===== src/logic/fpc_pkg.sv =====
// constants and types for the frequency and period counter block
// What this block does
// - three 16-bit down-counters, each with its own clock enable and gate.
// - a counter decrements on its clock only while its gate is open.
// - in frequency mode the counter is preloaded with FFFF before the gate.
// - the frequency gate stays open for a selectable known time.
// - gate times of 10, 1, 0.1, 0.01 and 0.001 seconds are offered.
// - end of the frequency gate raises an end-of-count interrupt.
// - a wrap of counter zero during the frequency gate interrupts and counting carries on.
// - period mode uses all counters, counters one and two on 10 MHz.
// - counter one counts the input low phase, counter two the high phase.
// - counter zero counts overflows of counters one and two.
// - period mode signals end of count once per measured input cycle.
// - all counter values are readable directly by the processor.
// - each interrupt source is maskable, delivered as a level-3 vector.
// - the counter request waits and never preempts a level-3 service.
// - an acknowledge cycle returns the vector from a status register.
// - a mask bit per source suppresses that request.
package fpc_pkg;

    // ------------------------------------------------------------------
    // widths and counts
    // ------------------------------------------------------------------
    localparam int unsigned CNT_W       = 16;
    localparam logic [15:0] FULL_COUNT  = 16'hFFFF;
    localparam int unsigned CLK_HZ      = 100_000_000;
    localparam int unsigned TB_HZ       = 10_000_000;
    localparam int unsigned TB_DIV      = CLK_HZ / TB_HZ;
    localparam logic [3:0]  TB_LAST     = 4'(TB_DIV - 1);
    localparam int unsigned GATE_US_MIN = 1;
    localparam int unsigned US_CYC      = CLK_HZ / 1_000_000 * GATE_US_MIN;
    localparam logic [6:0]  US_LAST     = 7'(US_CYC - 1);
    localparam logic [23:0] G10_US      = 24'h989680; // 10 s
    localparam logic [23:0] G1_US       = 24'h0F4240; // 1 s
    localparam logic [23:0] G100M_US    = 24'h0186A0; // 0.1 s
    localparam logic [23:0] G10M_US     = 24'h002710; // 0.01 s
    localparam logic [23:0] G1M_US      = 24'h0003E8; // 0.001 s
    localparam logic [23:0] G1U_US      = 24'h000001; // 1 us
    localparam logic [7:0]  VEC_BASE    = 8'h40;      // arbitrary

    // ------------------------------------------------------------------
    // types
    // ------------------------------------------------------------------
    typedef enum logic [2:0] {
        FPC_G10 = 3'h0, FPC_G1 = 3'h1, FPC_G100M = 3'h2,
        FPC_G10M = 3'h3, FPC_G1M = 3'h4, FPC_G1U = 3'h5
    } fpc_gate_sel_t;

    typedef enum logic [3:0] {
        FPC_IDLE  = 4'b0001,
        FPC_GATE  = 4'b0010,
        FPC_SYNC  = 4'b0100,
        FPC_HOLD  = 4'b1000
    } fpc_state_t;

    typedef struct packed {
        logic [15:0] cnt0;
        logic [15:0] cnt1;
        logic [15:0] cnt2;
    } fpc_counts_t;

    typedef struct packed {
        logic        ovf;
        logic        eoc;
    } fpc_irq_t;

    function automatic logic [23:0] fpc_gate_us(input logic [2:0] sel);
        unique case (sel)
            3'h0:    return G10_US;
            3'h1:    return G1_US;
            3'h2:    return G100M_US;
            3'h3:    return G10M_US;
            3'h4:    return G1M_US;
            default: return G1U_US;
        endcase
    endfunction

endpackage


===== src/logic/fpc_down_counter.sv =====
// one gated 16-bit down-counter with load and wrap flag
`timescale 1ns/10ps
module fpc_down_counter
    import fpc_pkg::*;
(
    // clock and reset
    input  wire logic              i_sys_clk,
    input  wire logic              i_rst,
    // control
    input  wire logic              i_load,
    input  wire logic [CNT_W-1:0]  i_load_val,
    input  wire logic              i_tick,
    input  wire logic              i_gate,
    // state
    output logic [CNT_W-1:0]       o_count,
    output logic                   o_wrap
);
    logic [CNT_W-1:0] next_count;
    logic             next_wrap;

    always_comb begin
        next_count = o_count;
        next_wrap  = 1'b0;
        if (i_load) begin
            next_count = i_load_val;
        end else if (i_tick && i_gate) begin
            next_count = o_count - 16'h0001;
            next_wrap  = (o_count == 16'h0000);
        end
    end

    always_ff @(posedge i_sys_clk or posedge i_rst) begin
        if (i_rst) begin
            o_count <= 16'h0000;
            o_wrap  <= 1'b0;
        end else begin
            o_count <= next_count;
            o_wrap  <= next_wrap;
        end
    end

    chk_hold_closed: assert property (
        @(posedge i_sys_clk) disable iff (i_rst)
        (!i_load && !(i_tick && i_gate)) |=> $stable(o_count))
        else $error("counter moved with gate closed");
    chk_dec_open: assert property (
        @(posedge i_sys_clk) disable iff (i_rst)
        (!i_load && i_tick && i_gate) |=>
        o_count == 16'($past(o_count) - 16'h0001))
        else $error("counter did not decrement");
endmodule


===== src/logic/fpc_freq_period.sv =====
// frequency and period measurement block top
`timescale 1ns/10ps
module fpc_freq_period
    import fpc_pkg::*;
(
    // clock and reset
    input  wire logic              i_sys_clk,
    input  wire logic              i_rst,
    // measured signal, asynchronous pin
    input  wire logic              i_sig,
    // processor control
    input  wire logic              i_period_mode,
    input  wire logic [2:0]        i_gate_sel,
    input  wire logic              i_start,
    input  wire logic              i_read_done,
    input  wire logic [1:0]        i_irq_mask,
    input  wire logic              i_clr_ovf,
    input  wire logic              i_clr_eoc,
    // level-3 interrupt handshake
    input  wire logic              i_iack,
    input  wire logic              i_l3_busy,
    // results
    output fpc_counts_t            o_counts,
    output fpc_irq_t               o_irq_stat,
    output logic                   o_busy,
    output logic                   o_irq_l3,
    output logic [7:0]             o_vector
);
    // ------------------------------------------------------------------
    // input synchroniser, three stages
    // ------------------------------------------------------------------
    logic [2:0] sig_sync;
    logic       sig_lvl;
    logic       next_sig_lvl;

    always_comb begin
        next_sig_lvl = sig_lvl;
        if (sig_sync[1] == sig_sync[2]) begin
            next_sig_lvl = sig_sync[2];
        end
    end

    always_ff @(posedge i_sys_clk or posedge i_rst) begin
        if (i_rst) begin
            sig_sync <= 3'h0;
            sig_lvl  <= 1'b0;
        end else begin
            sig_sync <= {sig_sync[1:0], i_sig};
            sig_lvl  <= next_sig_lvl;
        end
    end

    logic sig_prev;
    logic sig_rise;
    assign sig_rise = sig_lvl && !sig_prev;

    // ------------------------------------------------------------------
    // 10 MHz timebase and 1 us tick
    // ------------------------------------------------------------------
    logic [3:0]  tb_cnt;
    logic [6:0]  us_cnt;
    logic        tb_tick;
    logic        us_tick;
    logic [3:0]  next_tb_cnt;
    logic [6:0]  next_us_cnt;
    logic        load;

    assign tb_tick = (tb_cnt == TB_LAST);
    assign us_tick = (us_cnt == US_LAST);

    always_comb begin
        next_tb_cnt = tb_tick ? 4'h0 : tb_cnt + 4'h1;
        // restart on a start, else the gate jitters by up to one us
        next_us_cnt = (us_tick || load) ? 7'h00 : us_cnt + 7'h01;
    end

    always_ff @(posedge i_sys_clk or posedge i_rst) begin
        if (i_rst) begin
            tb_cnt   <= 4'h0;
            us_cnt   <= 7'h00;
            sig_prev <= 1'b0;
        end else begin
            tb_cnt   <= next_tb_cnt;
            us_cnt   <= next_us_cnt;
            sig_prev <= sig_lvl;
        end
    end

    // ------------------------------------------------------------------
    // measurement sequencer
    // ------------------------------------------------------------------
    fpc_state_t  state;
    fpc_state_t  next_state;
    logic        mode;
    logic        next_mode;
    logic [23:0] gate_left;
    logic [23:0] next_gate_left;
    logic        done;

    always_comb begin
        next_state     = state;
        next_mode      = mode;
        next_gate_left = gate_left;
        load           = 1'b0;
        done           = 1'b0;
        unique case (state)
            FPC_IDLE: begin
                if (i_start) begin
                    load      = 1'b1;
                    next_mode = i_period_mode;
                    next_gate_left = fpc_gate_us(i_gate_sel);
                    next_state = i_period_mode ? FPC_SYNC : FPC_GATE;
                end
            end
            FPC_GATE: begin
                if (us_tick && !mode) begin
                    next_gate_left = gate_left - 24'h000001;
                    if (gate_left == 24'h000001) begin
                        done       = 1'b1;
                        next_state = FPC_HOLD;
                    end
                end
            end
            FPC_SYNC: begin
                // wait for a rising edge, then one full cycle to the next
                if (sig_rise) begin
                    next_state = FPC_GATE;
                end
            end
            FPC_HOLD: begin
                if (i_read_done) begin
                    next_state = FPC_IDLE;
                end
            end
        endcase
        if (mode && state == FPC_GATE) begin
            next_gate_left = gate_left;
            if (sig_rise) begin
                done       = 1'b1;
                next_state = FPC_HOLD;
            end
        end
    end

    always_ff @(posedge i_sys_clk or posedge i_rst) begin
        if (i_rst) begin
            state     <= FPC_IDLE;
            mode      <= 1'b0;
            gate_left <= 24'h000000;
        end else begin
            state     <= next_state;
            mode      <= next_mode;
            gate_left <= next_gate_left;
        end
    end

    assign o_busy = (state != FPC_IDLE);

    // ------------------------------------------------------------------
    // the three counters
    // ------------------------------------------------------------------
    logic        open;
    logic [2:0]  tick;
    logic [2:0]  gate;
    logic [2:0]  wrap;
    logic [15:0] cnt [3];

    assign open = (state == FPC_GATE);

    always_comb begin
        if (mode) begin
            tick    = {tb_tick, tb_tick, wrap[1] || wrap[2]};
            gate[0] = open;
            gate[1] = open && !sig_lvl;
            gate[2] = open && sig_lvl;
        end else begin
            // frequency mode uses counter zero only
            tick    = {1'b0, 1'b0, sig_rise};
            gate    = {1'b0, 1'b0, open};
        end
    end

    genvar gi;
    generate
        for (gi = 0; gi < 3; gi++) begin : g_cnt
            fpc_down_counter u_cnt (
                .i_sys_clk  (i_sys_clk),
                .i_rst      (i_rst),
                .i_load     (load),
                .i_load_val (FULL_COUNT),
                .i_tick     (tick[gi]),
                .i_gate     (gate[gi]),
                .o_count    (cnt[gi]),
                .o_wrap     (wrap[gi])
            );
        end
    endgenerate

    // registered, so a read sees a settled value
    always_ff @(posedge i_sys_clk or posedge i_rst) begin
        if (i_rst) begin
            o_counts <= '0;
        end else begin
            o_counts <= '{cnt0: cnt[0], cnt1: cnt[1], cnt2: cnt[2]};
        end
    end

    // ------------------------------------------------------------------
    // interrupt status, mask and vector
    // ------------------------------------------------------------------
    fpc_irq_t next_irq_stat;
    logic     ovf_ev;
    logic     pend;
    logic     next_irq_l3;
    logic [7:0] next_vector;

    assign ovf_ev = !mode && wrap[0];

    always_comb begin
        next_irq_stat = o_irq_stat;
        if (i_clr_ovf) next_irq_stat.ovf = 1'b0;
        if (i_clr_eoc) next_irq_stat.eoc = 1'b0;
        // set wins over a clear in the same cycle
        if (ovf_ev) next_irq_stat.ovf = 1'b1;
        if (done)   next_irq_stat.eoc = 1'b1;
    end

    assign pend = (o_irq_stat.ovf && !i_irq_mask[1]) ||
                  (o_irq_stat.eoc && !i_irq_mask[0]);

    always_comb begin
        // no new request while another level-3 service runs
        next_irq_l3 = pend && !i_l3_busy;
        next_vector = o_vector;
        if (i_iack) begin
            next_vector = VEC_BASE |
                {6'h00, o_irq_stat.ovf && !i_irq_mask[1],
                 o_irq_stat.eoc && !i_irq_mask[0]};
        end
    end

    always_ff @(posedge i_sys_clk or posedge i_rst) begin
        if (i_rst) begin
            o_irq_stat <= '0;
            o_irq_l3   <= 1'b0;
            o_vector   <= 8'h00;
        end else begin
            o_irq_stat <= next_irq_stat;
            o_irq_l3   <= next_irq_l3;
            o_vector   <= next_vector;
        end
    end

    // ------------------------------------------------------------------
    // checks
    // ------------------------------------------------------------------
    chk_eoc_set: assert property (
        @(posedge i_sys_clk) disable iff (i_rst)
        done |=> o_irq_stat.eoc)
        else $error("end of count not flagged");
    chk_ovf_set: assert property (
        @(posedge i_sys_clk) disable iff (i_rst)
        (!mode && wrap[0]) |=> o_irq_stat.ovf)
        else $error("overflow not flagged");
    chk_mask_gate: assert property (
        @(posedge i_sys_clk) disable iff (i_rst)
        (i_irq_mask == 2'h3) |=> !o_irq_l3)
        else $error("masked request raised");
    chk_no_preempt: assert property (
        @(posedge i_sys_clk) disable iff (i_rst)
        i_l3_busy |=> !o_irq_l3)
        else $error("request during level-3 service");
    chk_hold_stable: assert property (
        @(posedge i_sys_clk) disable iff (i_rst)
        (state == FPC_HOLD && !i_read_done) |=> ##1 $stable(o_counts))
        else $error("counts moved before read");
    chk_preload_full: assert property (
        @(posedge i_sys_clk) disable iff (i_rst)
        load |=> cnt[0] == FULL_COUNT)
        else $error("preload missing");
    chk_tb_rate: assert property (
        @(posedge i_sys_clk) disable iff (i_rst)
        tb_tick |=> !tb_tick [*8] ##1 !tb_tick ##1 tb_tick)
        else $error("timebase not 10 MHz");
    chk_period_split: assert property (
        @(posedge i_sys_clk) disable iff (i_rst)
        (mode && open && tb_tick && sig_lvl) |=> $stable(cnt[1]))
        else $error("low counter ran in high phase");
    chk_gate_restart: assert property (
        @(posedge i_sys_clk) disable iff (i_rst)
        load |=> us_cnt == 7'h00)
        else $error("gate timer not restarted");
    chk_freq_idle: assert property (
        @(posedge i_sys_clk) disable iff (i_rst)
        (!mode && open) |=> $stable(cnt[1]) && $stable(cnt[2]))
        else $error("unused counter moved");

    cov_freq_done: cover property (@(posedge i_sys_clk) disable iff (i_rst)
        done && !mode);
    cov_period_done: cover property (@(posedge i_sys_clk) disable iff (i_rst)
        done && mode);
    cov_ovf: cover property (@(posedge i_sys_clk) disable iff (i_rst)
        ovf_ev);
    cov_iack: cover property (@(posedge i_sys_clk) disable iff (i_rst)
        i_iack && o_irq_l3);
endmodule


===== config.mk =====
export PLATFORM = sky130hd
export DESIGN_NAME = fpc_freq_period
export DESIGN_NICKNAME = d
export VERILOG_FILES = /design/src/logic/fpc_pkg.sv /design/src/logic/fpc_down_counter.sv /design/src/logic/fpc_freq_period.sv
export SDC_FILE = /design/constraint.sdc
export NUM_CORES = 1
export LEC_CHECK = 0
export ABC_CLOCK_PERIOD_IN_PS = 8700
export BUFFER_PORTS_ARGS = -buffer_cell sky130_fd_sc_hd__buf_2
export CAP_MARGIN = 0
export CELL_PAD_IN_SITES_DETAIL_PLACEMENT = 1
export CELL_PAD_IN_SITES_GLOBAL_PLACEMENT = 1
export CORE_ASPECT_RATIO = 0.6
export CORE_MARGIN = 4
export CORE_UTILIZATION = 50
export CTS_BUF_LIST = sky130_fd_sc_hd__clkbuf_4 sky130_fd_sc_hd__clkbuf_8 sky130_fd_sc_hd__clkbuf_16
export DETAILED_ROUTE_END_ITERATION = 6
export PLACE_DENSITY = 0.94
export SYNTH_ARGS = -nofsm -noshare
export SYNTH_HDL_FRONTEND = slang
export SYNTH_HIERARCHICAL = 1
export SYNTH_SLANG_ARGS = --single-unit

===== constraint.sdc =====
create_clock -name i_sys_clk -period 8.7 [get_ports i_sys_clk]
set_input_delay 1.74 -clock i_sys_clk [delete_from_list [all_inputs] [get_ports i_sys_clk]]
set_output_delay 1.74 -clock i_sys_clk [all_outputs]
set_load 0.05 [all_outputs]

# Word-level counts from Yosys, hierarchy flattened
# Cells that the tools add are included.
word_totals:
  regBits: 150
  latch_bits: 0
  ramBits: 0
  rom_bits: 0
  inputBits: 15
  out_inout_bits: 60
  n_memories: 0
op_classes:
  add_sub_neg: 6
  multipliers: 0
  n_div: 0
  n_lt_le_gt_ge: 0
  eq_ne: 15
  shifts: 0
  n_mux: 40
  n_bitwise: 1
  reduce_logical: 33
ops:
  columns: ["op", "count"]
  rows:
  - ["one-hot mux 24 bit (5 select lines)", 1]
  - ["2-to-1 mux 16 bit", 6]
  - ["zero test 16 bit", 3]
  - ["2-to-1 mux 24 bit", 2]
  - ["one-hot mux 24 bit (2 select lines)", 1]
  - ["subtractor 16 x 1 -> 16 bit (second input constant)", 3]
  - ["2-to-1 mux 4 bit", 8]
  - ["== test 24 x 1 -> 1 bit (second input constant)", 1]
  - ["subtractor 24 x 1 -> 24 bit (second input constant)", 1]
  - ["2-to-1 mux 1 bit", 17]
  - ["one-hot mux 4 bit (4 select lines)", 1]
  - ["logical AND 1 bit", 12]
  - ["nonzero test 2 bit", 6]
  - ["2-to-1 mux 3 bit", 3]
  - ["== test 4 bit (second input constant)", 2]
  - ["adder 7 x 1 -> 7 bit (second input constant)", 1]
  - ["== test 7 bit (second input constant)", 1]
  - ["2-to-1 mux 7 bit", 1]
  - ["== test 3 x 2 -> 1 bit (second input constant)", 2]
  - ["zero test 1 bit", 6]
  - ["adder 4 x 1 -> 4 bit (second input constant)", 1]
  - ["== test 4 x 1 -> 1 bit (second input constant)", 1]
  - ["== test 4 x 2 -> 1 bit (second input constant)", 1]
  - ["== test 4 x 3 -> 1 bit (second input constant)", 1]
  - ["11 further kinds", 13]

# Logic depth before layout (Yosys ltp)
# Gate-level depths: netlist of the first run.
depth:
  depth_word: 7
  mapped_depth: 12
  depth_no_buf: 8

# Cells and area by module
# Netlist of the first run, hierarchy kept.
by_module_without_submodules:
  columns: ["module", "n_inst", "cells_each", "area_each_um2", "seq_area_each_um2"]
  rows:
  - ["fpc_freq_period", 1, 367, 4042.6, 2478.6]
  - ["fpc_down_counter", 3, 101, 942.2, 425.4]

# Least setup slack after synthesis of the first run
# OpenSTA, ideal clock, no wires.
synth_timing:
  path_kind: "input port to flip-flop"
  from: "in i_start"
  to: "reg g_cnt[0].u_cnt.o_count[10]"
  setup_ns: 0.076
  arrival_ns: 3.168
  required_time_ns: 8.624
  setup_slack_ns: 5.455
  cell_stages: 6
  cell_sequence: "and2_1 -> buf_1 -> buf_4 -> clkbuf_1 -> nand2_1 -> o21ai_1"
synth_via:
  elab_chain_len: 3
synth_rtl:
  columns: ["item", "line_no", "text"]
  rows:
  - ["start: declaration", "fpc_freq_period.sv:14", "input wire logic i_start,"]
  - ["2-to-1 mux 1 bit (*)", "fpc_freq_period.sv:108", "if (i_start) begin"]
  - ["2-to-1 mux 1 bit (*)", "fpc_freq_period.sv:106", "unique case (state)"]
  - ["net load", "fpc_freq_period.sv:66", "logic load;"]
  - ["2-to-1 mux 16 bit or nonzero test 2 bit (tied branches)", null, null]
  - ["end signal: assignment", "fpc_down_counter.sv:37", "o_count <= next_count;"]
  - ["end: declaration", "fpc_down_counter.sv:15", "output logic [CNT_W-1:0] o_count,"]
# Mark *: on every way through the listed nets, which the timed path passes. The rest lies on a longest branch.
# A chain may end at the register's enable or synchronous reset.

# Worst setup path in the final report of the first run
layout_timing:
  from: "reg state[3]"
  to: "reg g_cnt[1].u_cnt.o_count[14]"
layout_via:
  elab_chain_len: 5
layout_rtl:
  columns: ["item", "line_no", "text"]
  rows:
  - ["start: declaration", "fpc_freq_period.sv:92", "fpc_state_t state;"]
  - ["start signal: assignment", "fpc_freq_period.sv:151", "state <= next_state;"]
  - ["== test 4 x 2 -> 1 bit", "fpc_freq_period.sv:168", "assign open = (state == FPC_GATE);"]
  - ["logical AND 1 bit", "fpc_freq_period.sv:174", "gate[1] = open && !sig_lvl;"]
  - ["2-to-1 mux 3 bit", "fpc_freq_period.sv:171", "if (mode) begin"]
  - ["net gate[1]", "fpc_freq_period.sv:164", "logic [2:0] gate;"]
  - ["logical AND 1 bit", "fpc_down_counter.sv:26", "end else if (i_tick && i_gate) begin"]
  - ["nonzero test 2 bit (no line)", null, null]
  - ["end signal: assignment", "fpc_down_counter.sv:37", null]
  - ["end: declaration", "fpc_down_counter.sv:15", null]
# The timed path passes the listed nets, and every way through them passes these cells.

==> impl_summary.log, run 1 <==
INFO  metric cts-htree-levels = 4
INFO  metric filler_cell_count = 1474
INFO  metric drt_pre_antenna_iters = 5
INFO  metric critical_path.max_fanout = 31
INFO  metric critPathMostFrequentCell = sky130_fd_sc_hd__nand2_1
INFO  metric dr.first_iter.drc_count = 399
INFO  metric synth_top_area_share = 54.3%
INFO  metric peakVddDrop = 0.139 mV
INFO  metric hpwl = 12200 um
INFO  metric worst_slew_margin_rel = 23.1%
INFO  metric cp.buffers_inverters = 1
INFO  metric design.core.area = 13100 um^2
INFO  metric synth_area_leader_cell = sky130_fd_sc_hd__dfrtp_1
INFO  metric final_ant_viol_nets = 0
INFO  metric yosys-top-cells-area = sky130_fd_sc_hd__dfrtp_1, sky130_fd_sc_hd__o21ai_0, sky130_fd_sc_hd__nand2_1
INFO  metric worstSetupStartpointType = flip-flop
INFO  metric clk_transition_reported_paths = 60 ps
INFO  metric asyncSetResetFlopFracSynth = 100%
INFO  metric rsz0062_at_grt = no
INFO  metric dieArea = 15700 um^2
INFO  metric cts_buffers = 17
INFO  metric power.density_cell_area = 257 nW/um^2
INFO  metric tritoncts_clock_tree = yes
INFO  metric synth_sequential_area_ratio = 54.7%
INFO  metric fin_hold_ws = 357 ps
INFO  metric worst_path_largest_cell_delay = 970 ps
INFO  metric final-setup-viol-count = 0
INFO  metric grt_max_degree = 112
INFO  metric finalNonFillerCells = 961
INFO  metric timing.final.crit_period = 3990 ps
INFO  metric num_vias = 5627
INFO  metric seqPwrFrac = 42.8%
INFO  metric drc_errors_left = 0
INFO  metric postCtsSetupRepairBufs = 0
INFO  metric synth_common_cells = sky130_fd_sc_hd__dfrtp_1, sky130_fd_sc_hd__o21ai_0, sky130_fd_sc_hd__nand2_1
INFO  metric clock_sinks = 150
INFO  metric antenna_diode_count = 0
INFO  metric synth_edf_count = 0
INFO  metric global_route.overflow_total = 0
INFO  metric clock_path_buffers = 2
INFO  metric cp_data_required_time = 9000 ps
INFO  metric critPathArrivalTime = 4290 ps
INFO  metric antenna_found_initial = 0
INFO  metric power.leakage = 3.05 nW
INFO  metric synth_area_per_cell = 10.3 um^2
INFO  metric min_period_over_period = 45.8%
INFO  metric worstReg2RegStart = state[3]$_DFF_PP0_
INFO  metric cpLargestDelayFamily = simple AND/OR/NAND/NOR gates
INFO  metric drt-vias-per-instance = 5.86
INFO  metric gr-usage-all-layers = 25.9%
INFO  metric final_core_util = 61.4%
INFO  metric i_o_pins = 75
INFO  metric clock_power_share = 36.2%
INFO  metric clock-skew-final = 9.14 ps
INFO  metric cellInternalPower = 0.00135 W
INFO  metric status = finished clean
INFO  metric yosys_warnings = 6
INFO  metric grt_pass1_vias = 6011
INFO  metric clock_latency_reported_for_the_late_side_of_the_worst_skew_pair = 430 ps
INFO  metric post-synth-top-count-cell = sky130_fd_sc_hd__dfrtp_1
INFO  metric max_clock_freq = 251 MHz
INFO  metric slew_violations = 0
INFO  metric io_buffer_count = 69
INFO  metric hold_depth = 0
INFO  metric synth_cell_types = 63
INFO  metric report.power.total = 0.00207 W
INFO  metric hold_path.startpoint = sig_sync[0]$_DFF_PP0_
INFO  metric setup.worst_path.end_class = flip-flop
INFO  metric fp-row-count = 32
INFO  metric combPwrFrac = 21.0%
INFO  metric initial_utilization = 52.3%
INFO  metric syn_inst = 670
INFO  metric worstSetupPathType = reg2reg
INFO  metric final_total_negative_setup_slack = 0 ps
INFO  metric tightestPinTransition = 1150 ps
INFO  metric grt_pass1_wl = 32500 um
INFO  metric place.gp.congestion = 0.836
INFO  metric netlist_area = 6870 um^2
INFO  metric reg2reg_depth = 8
INFO  metric syn2layout_area_growth = 17.3%
INFO  metric synth.ff_latch_count = 150
INFO  metric critical_path_cell_count = 8
INFO  metric postCtsResizedCells = 0
INFO  metric hold_violations = 0
INFO  metric synth-main-ff-cell = sky130_fd_sc_hd__dfrtp_1
INFO  metric timing.hold.worst.class = reg2reg
INFO  metric dieWidth = 159 um
INFO  metric cap_viol_max_count = 0
INFO  metric startpoint = state[3]$_DFF_PP0_
INFO  metric worstPathCellList = or4b_1 > inv_1 > nand2_1 > nor2_1 > nand3_1 > nor4b_2 > mux2i_1 > nand2_1
INFO  metric fp.dieH = 98.8 um
INFO  metric sw_frac_of_total = 34.8%
INFO  metric cts_hold_buffers = 0
INFO  metric post_route_cells_drive_above_1_share = 15.9%
INFO  metric switchingPower = 0.000720 W
INFO  metric dp.cells = 929
INFO  metric routed_wirelength_normalized_by_instance_count = 20.6 um
INFO  metric clock-root-buffer = sky130_fd_sc_hd__clkbuf_16
INFO  metric layout_nets = 799
INFO  metric critPathSlowestCell = sky130_fd_sc_hd__or4b_1
INFO  metric totalWireLength = 19800 um
## state kept, by name (all words and copies together) (netlist names)
register,cells
g_cnt.u_cnt/o_count,48
o_counts,48
gate_left,24
us_cnt,7
state,4
tb_cnt,4
g_cnt.u_cnt/o_wrap,3
o_vector,3
sig_sync,3
o_irq_stat,2
mode,1
o_irq_l3,1
sig_lvl,1
sig_prev,1
## kinds of logic (layout without fill, tap and decap cells)
logic type               Yosys count  in the layout  synth area share (%)
other                              2             53                 0.109
adder cells (fa/ha/maj)            7              7                  1.24
flip-flops                       150            150                  54.7
AO/OA/AOI/OAI                    141            141                  12.3
AND/OR/NAND/NOR                  259            259                  20.8
multiplexers                      10             10                  1.48
XOR/XNOR                          43             43                  5.48
buffers and inverters             58            128                  3.92
## final cells by class
| class | count | area [um^2] | area share, % |
|---|---|---|---|
| sequential | 150 | 3750 | 46.6 |
| clock buffer | 19 | 447 | 5.54 |
| inverter | 25 | 96.3 | 1.20 |
| multi-input combinational | 513 | 3040 | 37.7 |
| clock inverter | 13 | 149 | 1.85 |
| tap | 170 | 213 | 2.64 |
| timing repair buffer | 71 | 360 | 4.47 |
## placed cells by master (no fill, tap or decap), types with 4 or more instances in the layout
master	count
sky130_fd_sc_hd__o31ai_1	4
sky130_fd_sc_hd__nor4_1	10
sky130_fd_sc_hd__buf_2	69
sky130_fd_sc_hd__a22oi_1	4
sky130_fd_sc_hd__inv_1	24
sky130_fd_sc_hd__mux2i_1	9
sky130_fd_sc_hd__a21oi_1	23
sky130_fd_sc_hd__nand2b_1	9
sky130_fd_sc_hd__nand4_1	4
sky130_fd_sc_hd__nand4b_1	8
sky130_fd_sc_hd__nor3_1	33
sky130_fd_sc_hd__nor2b_1	12
sky130_fd_sc_hd__nand2_1	64
sky130_fd_sc_hd__or3_1	15
sky130_fd_sc_hd__or2_2	4
sky130_fd_sc_hd__clkbuf_16	17
sky130_fd_sc_hd__ha_1	6
sky130_fd_sc_hd__or4_1	5
sky130_fd_sc_hd__nor2_1	47
sky130_fd_sc_hd__conb_1	53
sky130_fd_sc_hd__a21o_1	5
sky130_fd_sc_hd__xnor2_1	24
sky130_fd_sc_hd__dfrtp_1	149
sky130_fd_sc_hd__nand3_1	15
sky130_fd_sc_hd__xor2_1	19
sky130_fd_sc_hd__o21ai_0	65
sky130_fd_sc_hd__a221o_1	7
sky130_fd_sc_hd__nor4b_1	7
sky130_fd_sc_hd__clkinv_4	5
sky130_fd_sc_hd__a31oi_1	14
## per-stage QoR
| stage | instance area (um^2) | setup slack (ps) |
|---|---|---|
| 6_report | 8060 | 4710 |
| 2_1_floorplan | 7060 | 4370 |
| 5_1_grt | 8060 | 4440 |
| 3_3_place_gp | 7460 | 4850 |
| 4_1_cts | 8060 | 4770 |
| 3_5_place_dp | 7460 | 4690 |
## layer usage
layer	vias to the layer above	GRT usage (%)	part of all wire (%)	wire length, um
met5	-	0	0	0
met4	0	8.60	1.9	368
met3	30	5.43	4.8	960
met2	180	44.2	50	9860
met1	2883	33.5	44	8630
li1	2534	-	-	-
## final timing paths
path,end,slack (ps)
min in group asynchronous,o_counts[13]$_DFF_PP0_,1250
max in group asynchronous,o_counts[10]$_DFF_PP0_,6080
setup / recovery,g_cnt[1].u_cnt/o_count[14]$_DFFE_PP0P_,4710
hold reg to reg,sig_sync[1]$_DFF_PP0_,360
hold / removal,sig_sync[1]$_DFF_PP0_,360
setup reg to reg,g_cnt[1].u_cnt/o_count[14]$_DFFE_PP0P_,4710
## worst reg2reg max path: stages (launching register included)
cell and delay, ps:
sky130_fd_sc_hd__dfrtp_1 450, sky130_fd_sc_hd__or4b_1 970, sky130_fd_sc_hd__inv_1 870, sky130_fd_sc_hd__nand2_1 180
sky130_fd_sc_hd__nor2_1 220, sky130_fd_sc_hd__nand3_1 310, sky130_fd_sc_hd__nor4b_2 530, sky130_fd_sc_hd__mux2i_1 250
sky130_fd_sc_hd__nand2_1 90
## power groups by stage
stage	Combinational, W	Sequential (W)	Clock [W]
detailed placement	0.000422	0.000893	0
CTS	0.000433	0.000885	0.000758
finish	0.000434	0.000886	0.000748
floorplan	0.000225	0.000974	0
global route	0.000469	0.000899	0.000795
global placement	0.000401	0.000882	0
Note: power is estimated with default switching activity, not from simulation.
==> run 2: changes to the inputs <==
--- a/config.mk
+++ b/config.mk
@@ -5,17 +5,17 @@
 export SDC_FILE = /design/constraint.sdc
 export NUM_CORES = 1
 export LEC_CHECK = 0
-export ABC_CLOCK_PERIOD_IN_PS = 8700
+export ABC_CLOCK_PERIOD_IN_PS = 3950
 export BUFFER_PORTS_ARGS = -buffer_cell sky130_fd_sc_hd__buf_2
 export CAP_MARGIN = 0
 export CELL_PAD_IN_SITES_DETAIL_PLACEMENT = 1
 export CELL_PAD_IN_SITES_GLOBAL_PLACEMENT = 1
 export CORE_ASPECT_RATIO = 0.6
 export CORE_MARGIN = 4
-export CORE_UTILIZATION = 50
+export CORE_UTILIZATION = 46
 export CTS_BUF_LIST = sky130_fd_sc_hd__clkbuf_4 sky130_fd_sc_hd__clkbuf_8 sky130_fd_sc_hd__clkbuf_16
 export DETAILED_ROUTE_END_ITERATION = 6
-export PLACE_DENSITY = 0.94
+export PLACE_DENSITY = 0.89
 export SYNTH_ARGS = -nofsm -noshare
 export SYNTH_HDL_FRONTEND = slang
 export SYNTH_HIERARCHICAL = 1
==> constraint.sdc (replaced) <==
create_clock -name i_sys_clk -period 3.95 [get_ports i_sys_clk]
set_input_delay 0.79 -clock i_sys_clk [delete_from_list [all_inputs] [get_ports i_sys_clk]]
set_output_delay 0.79 -clock i_sys_clk [all_outputs]
set_load 0.05 [all_outputs]
==> run 2 against run 1 <==
Effect of this change: flip-flop and latch count unchanged; routed wire length shrank 5.6%; worst setup slack got worse by 4000 ps; global-route usage decreased by 3.2 points; non-clock buffer count rose by 3; critical path depth down 2; via count is 2.6% lower; first-iteration DRC count rose by 2.5%; power is 120% higher; sequential power is 120% higher; clock power grew 110%; largest power group unchanged; highest routed layer unchanged.
==> impl_summary.log, run 2 (same netlist as run 1, synthesis figures left out) <==
INFO  metric dieArea = 17000 um^2
INFO  metric final_ant_viol_nets = 0
INFO  metric worst_slack = 731 ps
INFO  metric clock-skew-final = 11.7 ps
INFO  metric worstSetupPathType = reg2reg
INFO  metric fp.dieH = 103 um
INFO  metric final_total_negative_setup_slack = 0 ps
INFO  metric hold_path.startpoint = sig_sync[0]$_DFF_PP0_
INFO  metric grt_util_met1 = 30.8%
INFO  metric post_route_cells_drive_above_1_share = 16.1%
INFO  metric clock_latency_reported_for_the_late_side_of_the_worst_skew_pair = 420 ps
INFO  metric global_route.overflow_total = 0
INFO  metric setup.worst_path.end_class = flip-flop
INFO  metric top_regs = g_cnt.u_cnt/o_count x48, o_counts x48, gate_left x24
INFO  metric dr.first_iter.drc_count = 409
INFO  metric clock_path_buffers = 2
INFO  metric power.leakage = 3.05 nW
INFO  metric cts_buffers = 17
INFO  metric fp-row-count = 34
INFO  metric finalNonFillerCells = 991
INFO  metric totalWireLength = 18700 um
INFO  metric rsz0062_at_grt = no
INFO  metric routed_wirelength_normalized_by_instance_count = 18.9 um
INFO  metric place.gp.congestion = 0.815
INFO  metric timing.final.crit_period = 3220 ps
INFO  metric grt_pass1_vias = 5902
INFO  metric hpwl = 12500 um
INFO  metric io_buffer_count = 69
INFO  metric gr-usage-all-layers = 22.7%
INFO  metric antenna_diode_count = 0
INFO  metric post-place-ws = 914 ps
INFO  metric hold_depth = 0
INFO  metric cap_viol_max_count = 0
INFO  metric clock_sinks = 150
INFO  metric mostFrequentLayoutCell = sky130_fd_sc_hd__dfrtp_1
INFO  metric report.power.total = 0.00452 W
INFO  metric i_o_pins = 75
INFO  metric status = finished clean
INFO  metric final-setup-viol-count = 0
INFO  metric crit-reg2reg-capture = g_cnt[0].u_cnt/o_count[14]$_DFFE_PP0P_
INFO  metric clock-root-buffer = sky130_fd_sc_hd__clkbuf_16
INFO  metric drt_pre_antenna_iters = 5
INFO  metric groute.layer.met2.usage = 37.2%
INFO  metric hold_violations = 0
INFO  metric worstReg2RegStart = state[0]$_DFF_PP1_
INFO  metric timing.hold.worst.class = reg2reg
INFO  metric postCtsResizedCells = 0
INFO  metric drt-vias-per-instance = 5.53
INFO  metric max_clock_freq = 311 MHz
INFO  metric groute.layer.met3.usage = 5.40%
INFO  metric drc_errors_left = 0
INFO  metric cts-htree-levels = 4
INFO  metric initial_utilization = 47.2%
INFO  metric grt_max_degree = 93
INFO  metric num_vias = 5480
INFO  metric worstSetupStartpointType = flip-flop
INFO  metric final_cell_mix = sky130_fd_sc_hd__dfrtp_1, sky130_fd_sc_hd__buf_2, sky130_fd_sc_hd__o21ai_0
INFO  metric critPathArrivalTime = 3510 ps
INFO  metric design.core.area = 14500 um^2
INFO  metric global_route.peak_usage_layer = met2
INFO  metric antenna_found_initial = 1
INFO  metric syn2layout_area_growth = 17.8%
INFO  metric min_period_over_period = 81.5%
INFO  metric dieWidth = 166 um
INFO  metric critical_path.max_fanout = 92
INFO  metric tightestPinTransition = 1080 ps
INFO  metric layout_nets = 802
INFO  metric tritoncts_clock_tree = yes
INFO  metric slew_violations = 0
INFO  metric min_to = sig_sync[1]$_DFF_PP0_
INFO  metric power.density_cell_area = 558 nW/um^2
INFO  metric clk_transition_reported_paths = 60 ps
INFO  metric postCtsSetupRepairBufs = 0
INFO  metric reg2reg_depth = 6
INFO  metric cts_hold_buffers = 0
INFO  metric dp.cells = 960
INFO  metric worst_slew_margin_rel = 28.2%
INFO  metric r2r_setup_slack = 730 ps
INFO  metric grt_pass1_wl = 31000 um
INFO  metric peakVddDrop = 0.285 mV
INFO  metric cp_data_required_time = 4240 ps
## run 2: cell types whose count changed in the layout (fill, tap and decap cells not counted), moves of 2 or more
cell,delta
sky130_fd_sc_hd__buf_4,+3
sky130_fd_sc_hd__inv_8,+2
sky130_fd_sc_hd__clkinv_4,-5
sky130_fd_sc_hd__inv_6,+4
## run 2: per-stage QoR
stage | utilization (%) | hold WS [ps] | cell area, um^2
after floorplan | - | 331 | 7060
after global placement | 51.7 | 335 | 7520
after detailed placement | 51.7 | 349 | 7520
after CTS | 55.6 | 362 | 8090
after global routing | 55.6 | 360 | 8090
final | 55.6 | 356 | 8090
## run 2: critical path, stage by stage, from the launching register on
cell and delay [ps]:
sky130_fd_sc_hd__dfstp_2 610, sky130_fd_sc_hd__nor4b_1 630, sky130_fd_sc_hd__and2_2 500, sky130_fd_sc_hd__buf_4 760
sky130_fd_sc_hd__nor2b_1 170, sky130_fd_sc_hd__a22oi_1 270, sky130_fd_sc_hd__nand2_1 100
## run 2: report_power, final
group	leakage, nW	switching, W	total [W]	internal [W]
Combinational	1.23	0.000677	0.000967	0.000289
Sequential	1.55	0.000214	0.00195	0.00173
Clock	0.271	0.000701	0.00160	0.000901
## run 2: cell type report
| cell class | count | area [um^2] |
|---|---|---|
| fillers | 1633 | 6450 |
| flip-flops and latches | 150 | 3750 |
| clock buffers | 18 | 439 |
| inverters | 25 | 96.3 |
| multi-input cells | 513 | 3040 |
| repair buffers | 74 | 383 |
| clock inverters | 13 | 135 |
| well taps | 198 | 248 |
## run 2: worst max path at each step
stage,from,end,slack (ps)
floorplan,i_rst,gate_left[0]$_DFFE_PP0P_,570
global placement,state[0]$_DFF_PP1_,g_cnt[0].u_cnt/o_count[12]$_DFFE_PP0P_,1130
detailed placement,state[0]$_DFF_PP1_,g_cnt[0].u_cnt/o_count[14]$_DFFE_PP0P_,910
CTS,state[0]$_DFF_PP1_,g_cnt[0].u_cnt/o_count[14]$_DFFE_PP0P_,780
global route,state[0]$_DFF_PP1_,g_cnt[0].u_cnt/o_count[14]$_DFFE_PP0P_,590
finish,state[0]$_DFF_PP1_,g_cnt[0].u_cnt/o_count[14]$_DFFE_PP0P_,730
## run 2: layer usage
layer | vias up | part of all wire (%)
li1 | 2534 | -
met1 | 2750 | 46
met2 | 171 | 48
met3 | 25 | 4.9
met4 | 0 | 1.3
met5 | - | 0
==> run 3: changes to the inputs <==
--- a/config.mk
+++ b/config.mk
@@ -5,17 +5,17 @@
 export SDC_FILE = /design/constraint.sdc
 export NUM_CORES = 1
 export LEC_CHECK = 0
-export ABC_CLOCK_PERIOD_IN_PS = 3950
+export ABC_CLOCK_PERIOD_IN_PS = 2900
 export BUFFER_PORTS_ARGS = -buffer_cell sky130_fd_sc_hd__buf_2
 export CAP_MARGIN = 0
 export CELL_PAD_IN_SITES_DETAIL_PLACEMENT = 1
 export CELL_PAD_IN_SITES_GLOBAL_PLACEMENT = 1
 export CORE_ASPECT_RATIO = 0.6
 export CORE_MARGIN = 4
-export CORE_UTILIZATION = 46
+export CORE_UTILIZATION = 42
 export CTS_BUF_LIST = sky130_fd_sc_hd__clkbuf_4 sky130_fd_sc_hd__clkbuf_8 sky130_fd_sc_hd__clkbuf_16
 export DETAILED_ROUTE_END_ITERATION = 6
-export PLACE_DENSITY = 0.89
+export PLACE_DENSITY = 0.86
 export SYNTH_ARGS = -nofsm -noshare
 export SYNTH_HDL_FRONTEND = slang
 export SYNTH_HIERARCHICAL = 1
==> constraint.sdc (replaced) <==
create_clock -name i_sys_clk -period 2.9 [get_ports i_sys_clk]
set_input_delay 0.58 -clock i_sys_clk [delete_from_list [all_inputs] [get_ports i_sys_clk]]
set_output_delay 0.58 -clock i_sys_clk [all_outputs]
set_load 0.05 [all_outputs]
==> run 3 against run 2 <==
Effect of this change: flip-flop and latch count did not move; maximum frequency up 17%; final cell count is 1.0% higher; non-clock buffer count rose by 5; largest power group unchanged; global-route usage is 0.64 points lower; count of clock-buffer cells in the layout unchanged; final area rose by 1.8%; largest cell class unchanged.
==> impl_summary.log, run 3 (same netlist as run 1, synthesis figures left out) <==
INFO  metric cts_buffers = 17
INFO  metric initial_utilization = 43.8%
INFO  metric totalWireLength = 19600 um
INFO  metric drt_pre_antenna_iters = 5
INFO  metric clock_path_buffers = 2
INFO  metric slew_violations = 0
INFO  metric routed_wirelength_normalized_by_instance_count = 19.6 um
INFO  metric global_route.overflow_total = 0
INFO  metric clk_transition_reported_paths = 60 ps
INFO  metric num_vias = 5553
INFO  metric rsz0062_at_grt = no
INFO  metric critPathArrivalTime = 3070 ps
INFO  metric r2r_setup_slack = 140 ps
INFO  metric startpoint = state[3]$_DFF_PP0_
INFO  metric fin_hold_ws = 133 ps
INFO  metric peakVddDrop = 0.452 mV
INFO  metric gr-usage-all-layers = 22.0%
INFO  metric cp.buffers_inverters = 1
INFO  metric clock-skew-final = 10.4 ps
INFO  metric cts_hold_buffers = 0
INFO  metric final_cell_mix = sky130_fd_sc_hd__dfrtp_1, sky130_fd_sc_hd__buf_2, sky130_fd_sc_hd__o21ai_0
INFO  metric tritoncts_clock_tree = yes
INFO  metric drc_errors_left = 0
INFO  metric critPathSlowestCell = sky130_fd_sc_hd__or4b_1
INFO  metric grt_max_degree = 59
INFO  metric layout_nets = 807
INFO  metric setup.worst_path.end_class = flip-flop
INFO  metric design.core.area = 15700 um^2
INFO  metric critPathCapture = g_cnt[1].u_cnt/o_count[15]$_DFFE_PP0P_
INFO  metric critical_path.max_fanout = 8
INFO  metric power.leakage = 3.15 nW
INFO  metric i_o_pins = 75
INFO  metric dieWidth = 173 um
INFO  metric hold_violations = 0
INFO  metric syn2layout_area_growth = 19.9%
INFO  metric antenna_diode_count = 0
INFO  metric status = finished clean
INFO  metric worstReg2RegStart = state[3]$_DFF_PP0_
INFO  metric grt_pass1_vias = 6030
INFO  metric mostFrequentLayoutCell = sky130_fd_sc_hd__dfrtp_1
INFO  metric multiInputGateArea = 3050 um^2
INFO  metric antenna_found_initial = 0
INFO  metric cpLargestDelayFamily = simple AND/OR/NAND/NOR gates
INFO  metric filler_cell_count = 1791
INFO  metric clock-root-buffer = sky130_fd_sc_hd__clkbuf_16
INFO  metric min_period_over_period = 95.2%
INFO  metric clock_latency_reported_for_the_late_side_of_the_worst_skew_pair = 420 ps
INFO  metric top_regs = g_cnt.u_cnt/o_count x48, o_counts x48, gate_left x24
INFO  metric reg2reg_depth = 8
INFO  metric worst_path_largest_cell_delay = 580 ps
INFO  metric worstSetupStartpointType = flip-flop
INFO  metric worstPathCellList = or4b_1 > inv_1 > nand2_1 > nor2_1 > and4bb_2 > nand4b_1 > or3_1 > a31oi_1
INFO  metric cap_viol_max_count = 0
INFO  metric crit-reg2reg-capture = g_cnt[1].u_cnt/o_count[15]$_DFFE_PP0P_
INFO  metric power.density_cell_area = 782 nW/um^2
INFO  metric place.gp.congestion = 0.850
INFO  metric timing.hold.worst.class = in2async
INFO  metric post-place-ws = 222 ps
INFO  metric critical_path_cell_count = 8
INFO  metric fp.dieH = 107 um
INFO  metric dp.cells = 969
INFO  metric worst_slew_margin_rel = 22.3%
INFO  metric final_total_negative_setup_slack = 0 ps
INFO  metric finalNonFillerCells = 1001
INFO  metric grt_pass1_wl = 32800 um
INFO  metric hpwl = 12900 um
INFO  metric io_buffer_count = 69
INFO  metric report.power.total = 0.00644 W
INFO  metric fp-row-count = 35
INFO  metric drt-vias-per-instance = 5.55
INFO  metric final-setup-viol-count = 0
INFO  metric clock_sinks = 150
INFO  metric post_route_cells_drive_above_1_share = 16.7%
INFO  metric final_ant_viol_nets = 0
INFO  metric tightestPinTransition = 1160 ps
INFO  metric worst_slack = 140 ps
INFO  metric cp_data_required_time = 3210 ps
INFO  metric sequential_cell_area = 3750 um^2
INFO  metric timing.final.crit_period = 2760 ps
INFO  metric worstSetupPathType = reg2reg
INFO  metric dieArea = 18500 um^2
INFO  metric cts-htree-levels = 4
INFO  metric max_clock_freq = 362 MHz
INFO  metric dr.first_iter.drc_count = 389
==> run 3: cell count changes in the layout (fill, tap and decap cells not counted) <==
cell                         change
sky130_fd_sc_hd__clkbuf_8        -1
sky130_fd_sc_hd__inv_8           -2
sky130_fd_sc_hd__bufinv_16       +4
sky130_fd_sc_hd__clkinv_4        +3
sky130_fd_sc_hd__buf_4           +4
sky130_fd_sc_hd__clkinvlp_4      -3
sky130_fd_sc_hd__clkbuf_4        +1
sky130_fd_sc_hd__nor4b_2         -1
sky130_fd_sc_hd__nor4b_4         +1
sky130_fd_sc_hd__inv_6           -1
sky130_fd_sc_hd__buf_12          +1
sky130_fd_sc_hd__inv_4           -1
==> run 3: timing repair <==
item,4_1_cts,5_1_grt
endpoints found under the hold margin,0,0
resized for setup,0,1
endpoints found under the setup margin,0,2
buffers inserted,0,1
==> run 3: worst min-delay path by stage <==
| stage | from | end | slack (ps) | depth (start not counted) |
|---|---|---|---|---|
| floorplan | sig_sync[0]$_DFF_PP0_ | sig_sync[1]$_DFF_PP0_ | 330 | 0 |
| global placement | sig_sync[0]$_DFF_PP0_ | sig_sync[1]$_DFF_PP0_ | 340 | 0 |
| detailed placement | sig_sync[0]$_DFF_PP0_ | sig_sync[1]$_DFF_PP0_ | 350 | 0 |
| CTS | i_rst | o_counts[16]$_DFF_PP0_ | 110 | 2 |
| global route | i_rst | o_counts[6]$_DFF_PP0_ | 130 | 2 |
| finish | i_rst | o_counts[16]$_DFF_PP0_ | 130 | 2 |
==> run 3: area by class of cell <==
type,instances,area share (%)
Clock buffer,18,5.25
Multi-Input combinational cell,513,37.0
Inverter,25,1.18
Sequential cell,150,45.6
Timing Repair Buffer,79,5.25
Clock inverter,13,2.67
Tap cell,203,3.08
==> run 3: worst reg2reg max path, stage by stage, from the launching register on <==
cell and delay, ps:
sky130_fd_sc_hd__dfrtp_1 460, sky130_fd_sc_hd__or4b_1 580, sky130_fd_sc_hd__inv_1 150, sky130_fd_sc_hd__nand2_1 70, sky130_fd_sc_hd__nor2_1 160, sky130_fd_sc_hd__and4bb_2 300
sky130_fd_sc_hd__nand4b_1 220, sky130_fd_sc_hd__or3_1 450, sky130_fd_sc_hd__a31oi_1 270
==> run 3: metrics by stage <==
step	util, %	instance area (um^2)
6_report	52.6	8240
5_1_grt	52.6	8240
4_1_cts	52.5	8220
3_5_place_dp	48.3	7570
3_3_place_gp	48.3	7570
2_1_floorplan	-	7060
==> run 3: routing by layer <==
layer | GRT usage [%] | share of wire [%]
met1 | 29.2 | 46
met2 | 37.2 | 49
met3 | 4.44 | 4.0
met4 | 6.32 | 1.4
met5 | 0 | 0
==> run 3: report_power, final <==
group / switching [W] / internal (W)
Combinational: 0.000928 / 0.000394
Sequential: 0.000294 / 0.00236
Clock: 0.000914 / 0.00155
Total: 0.00214 / 0.00431
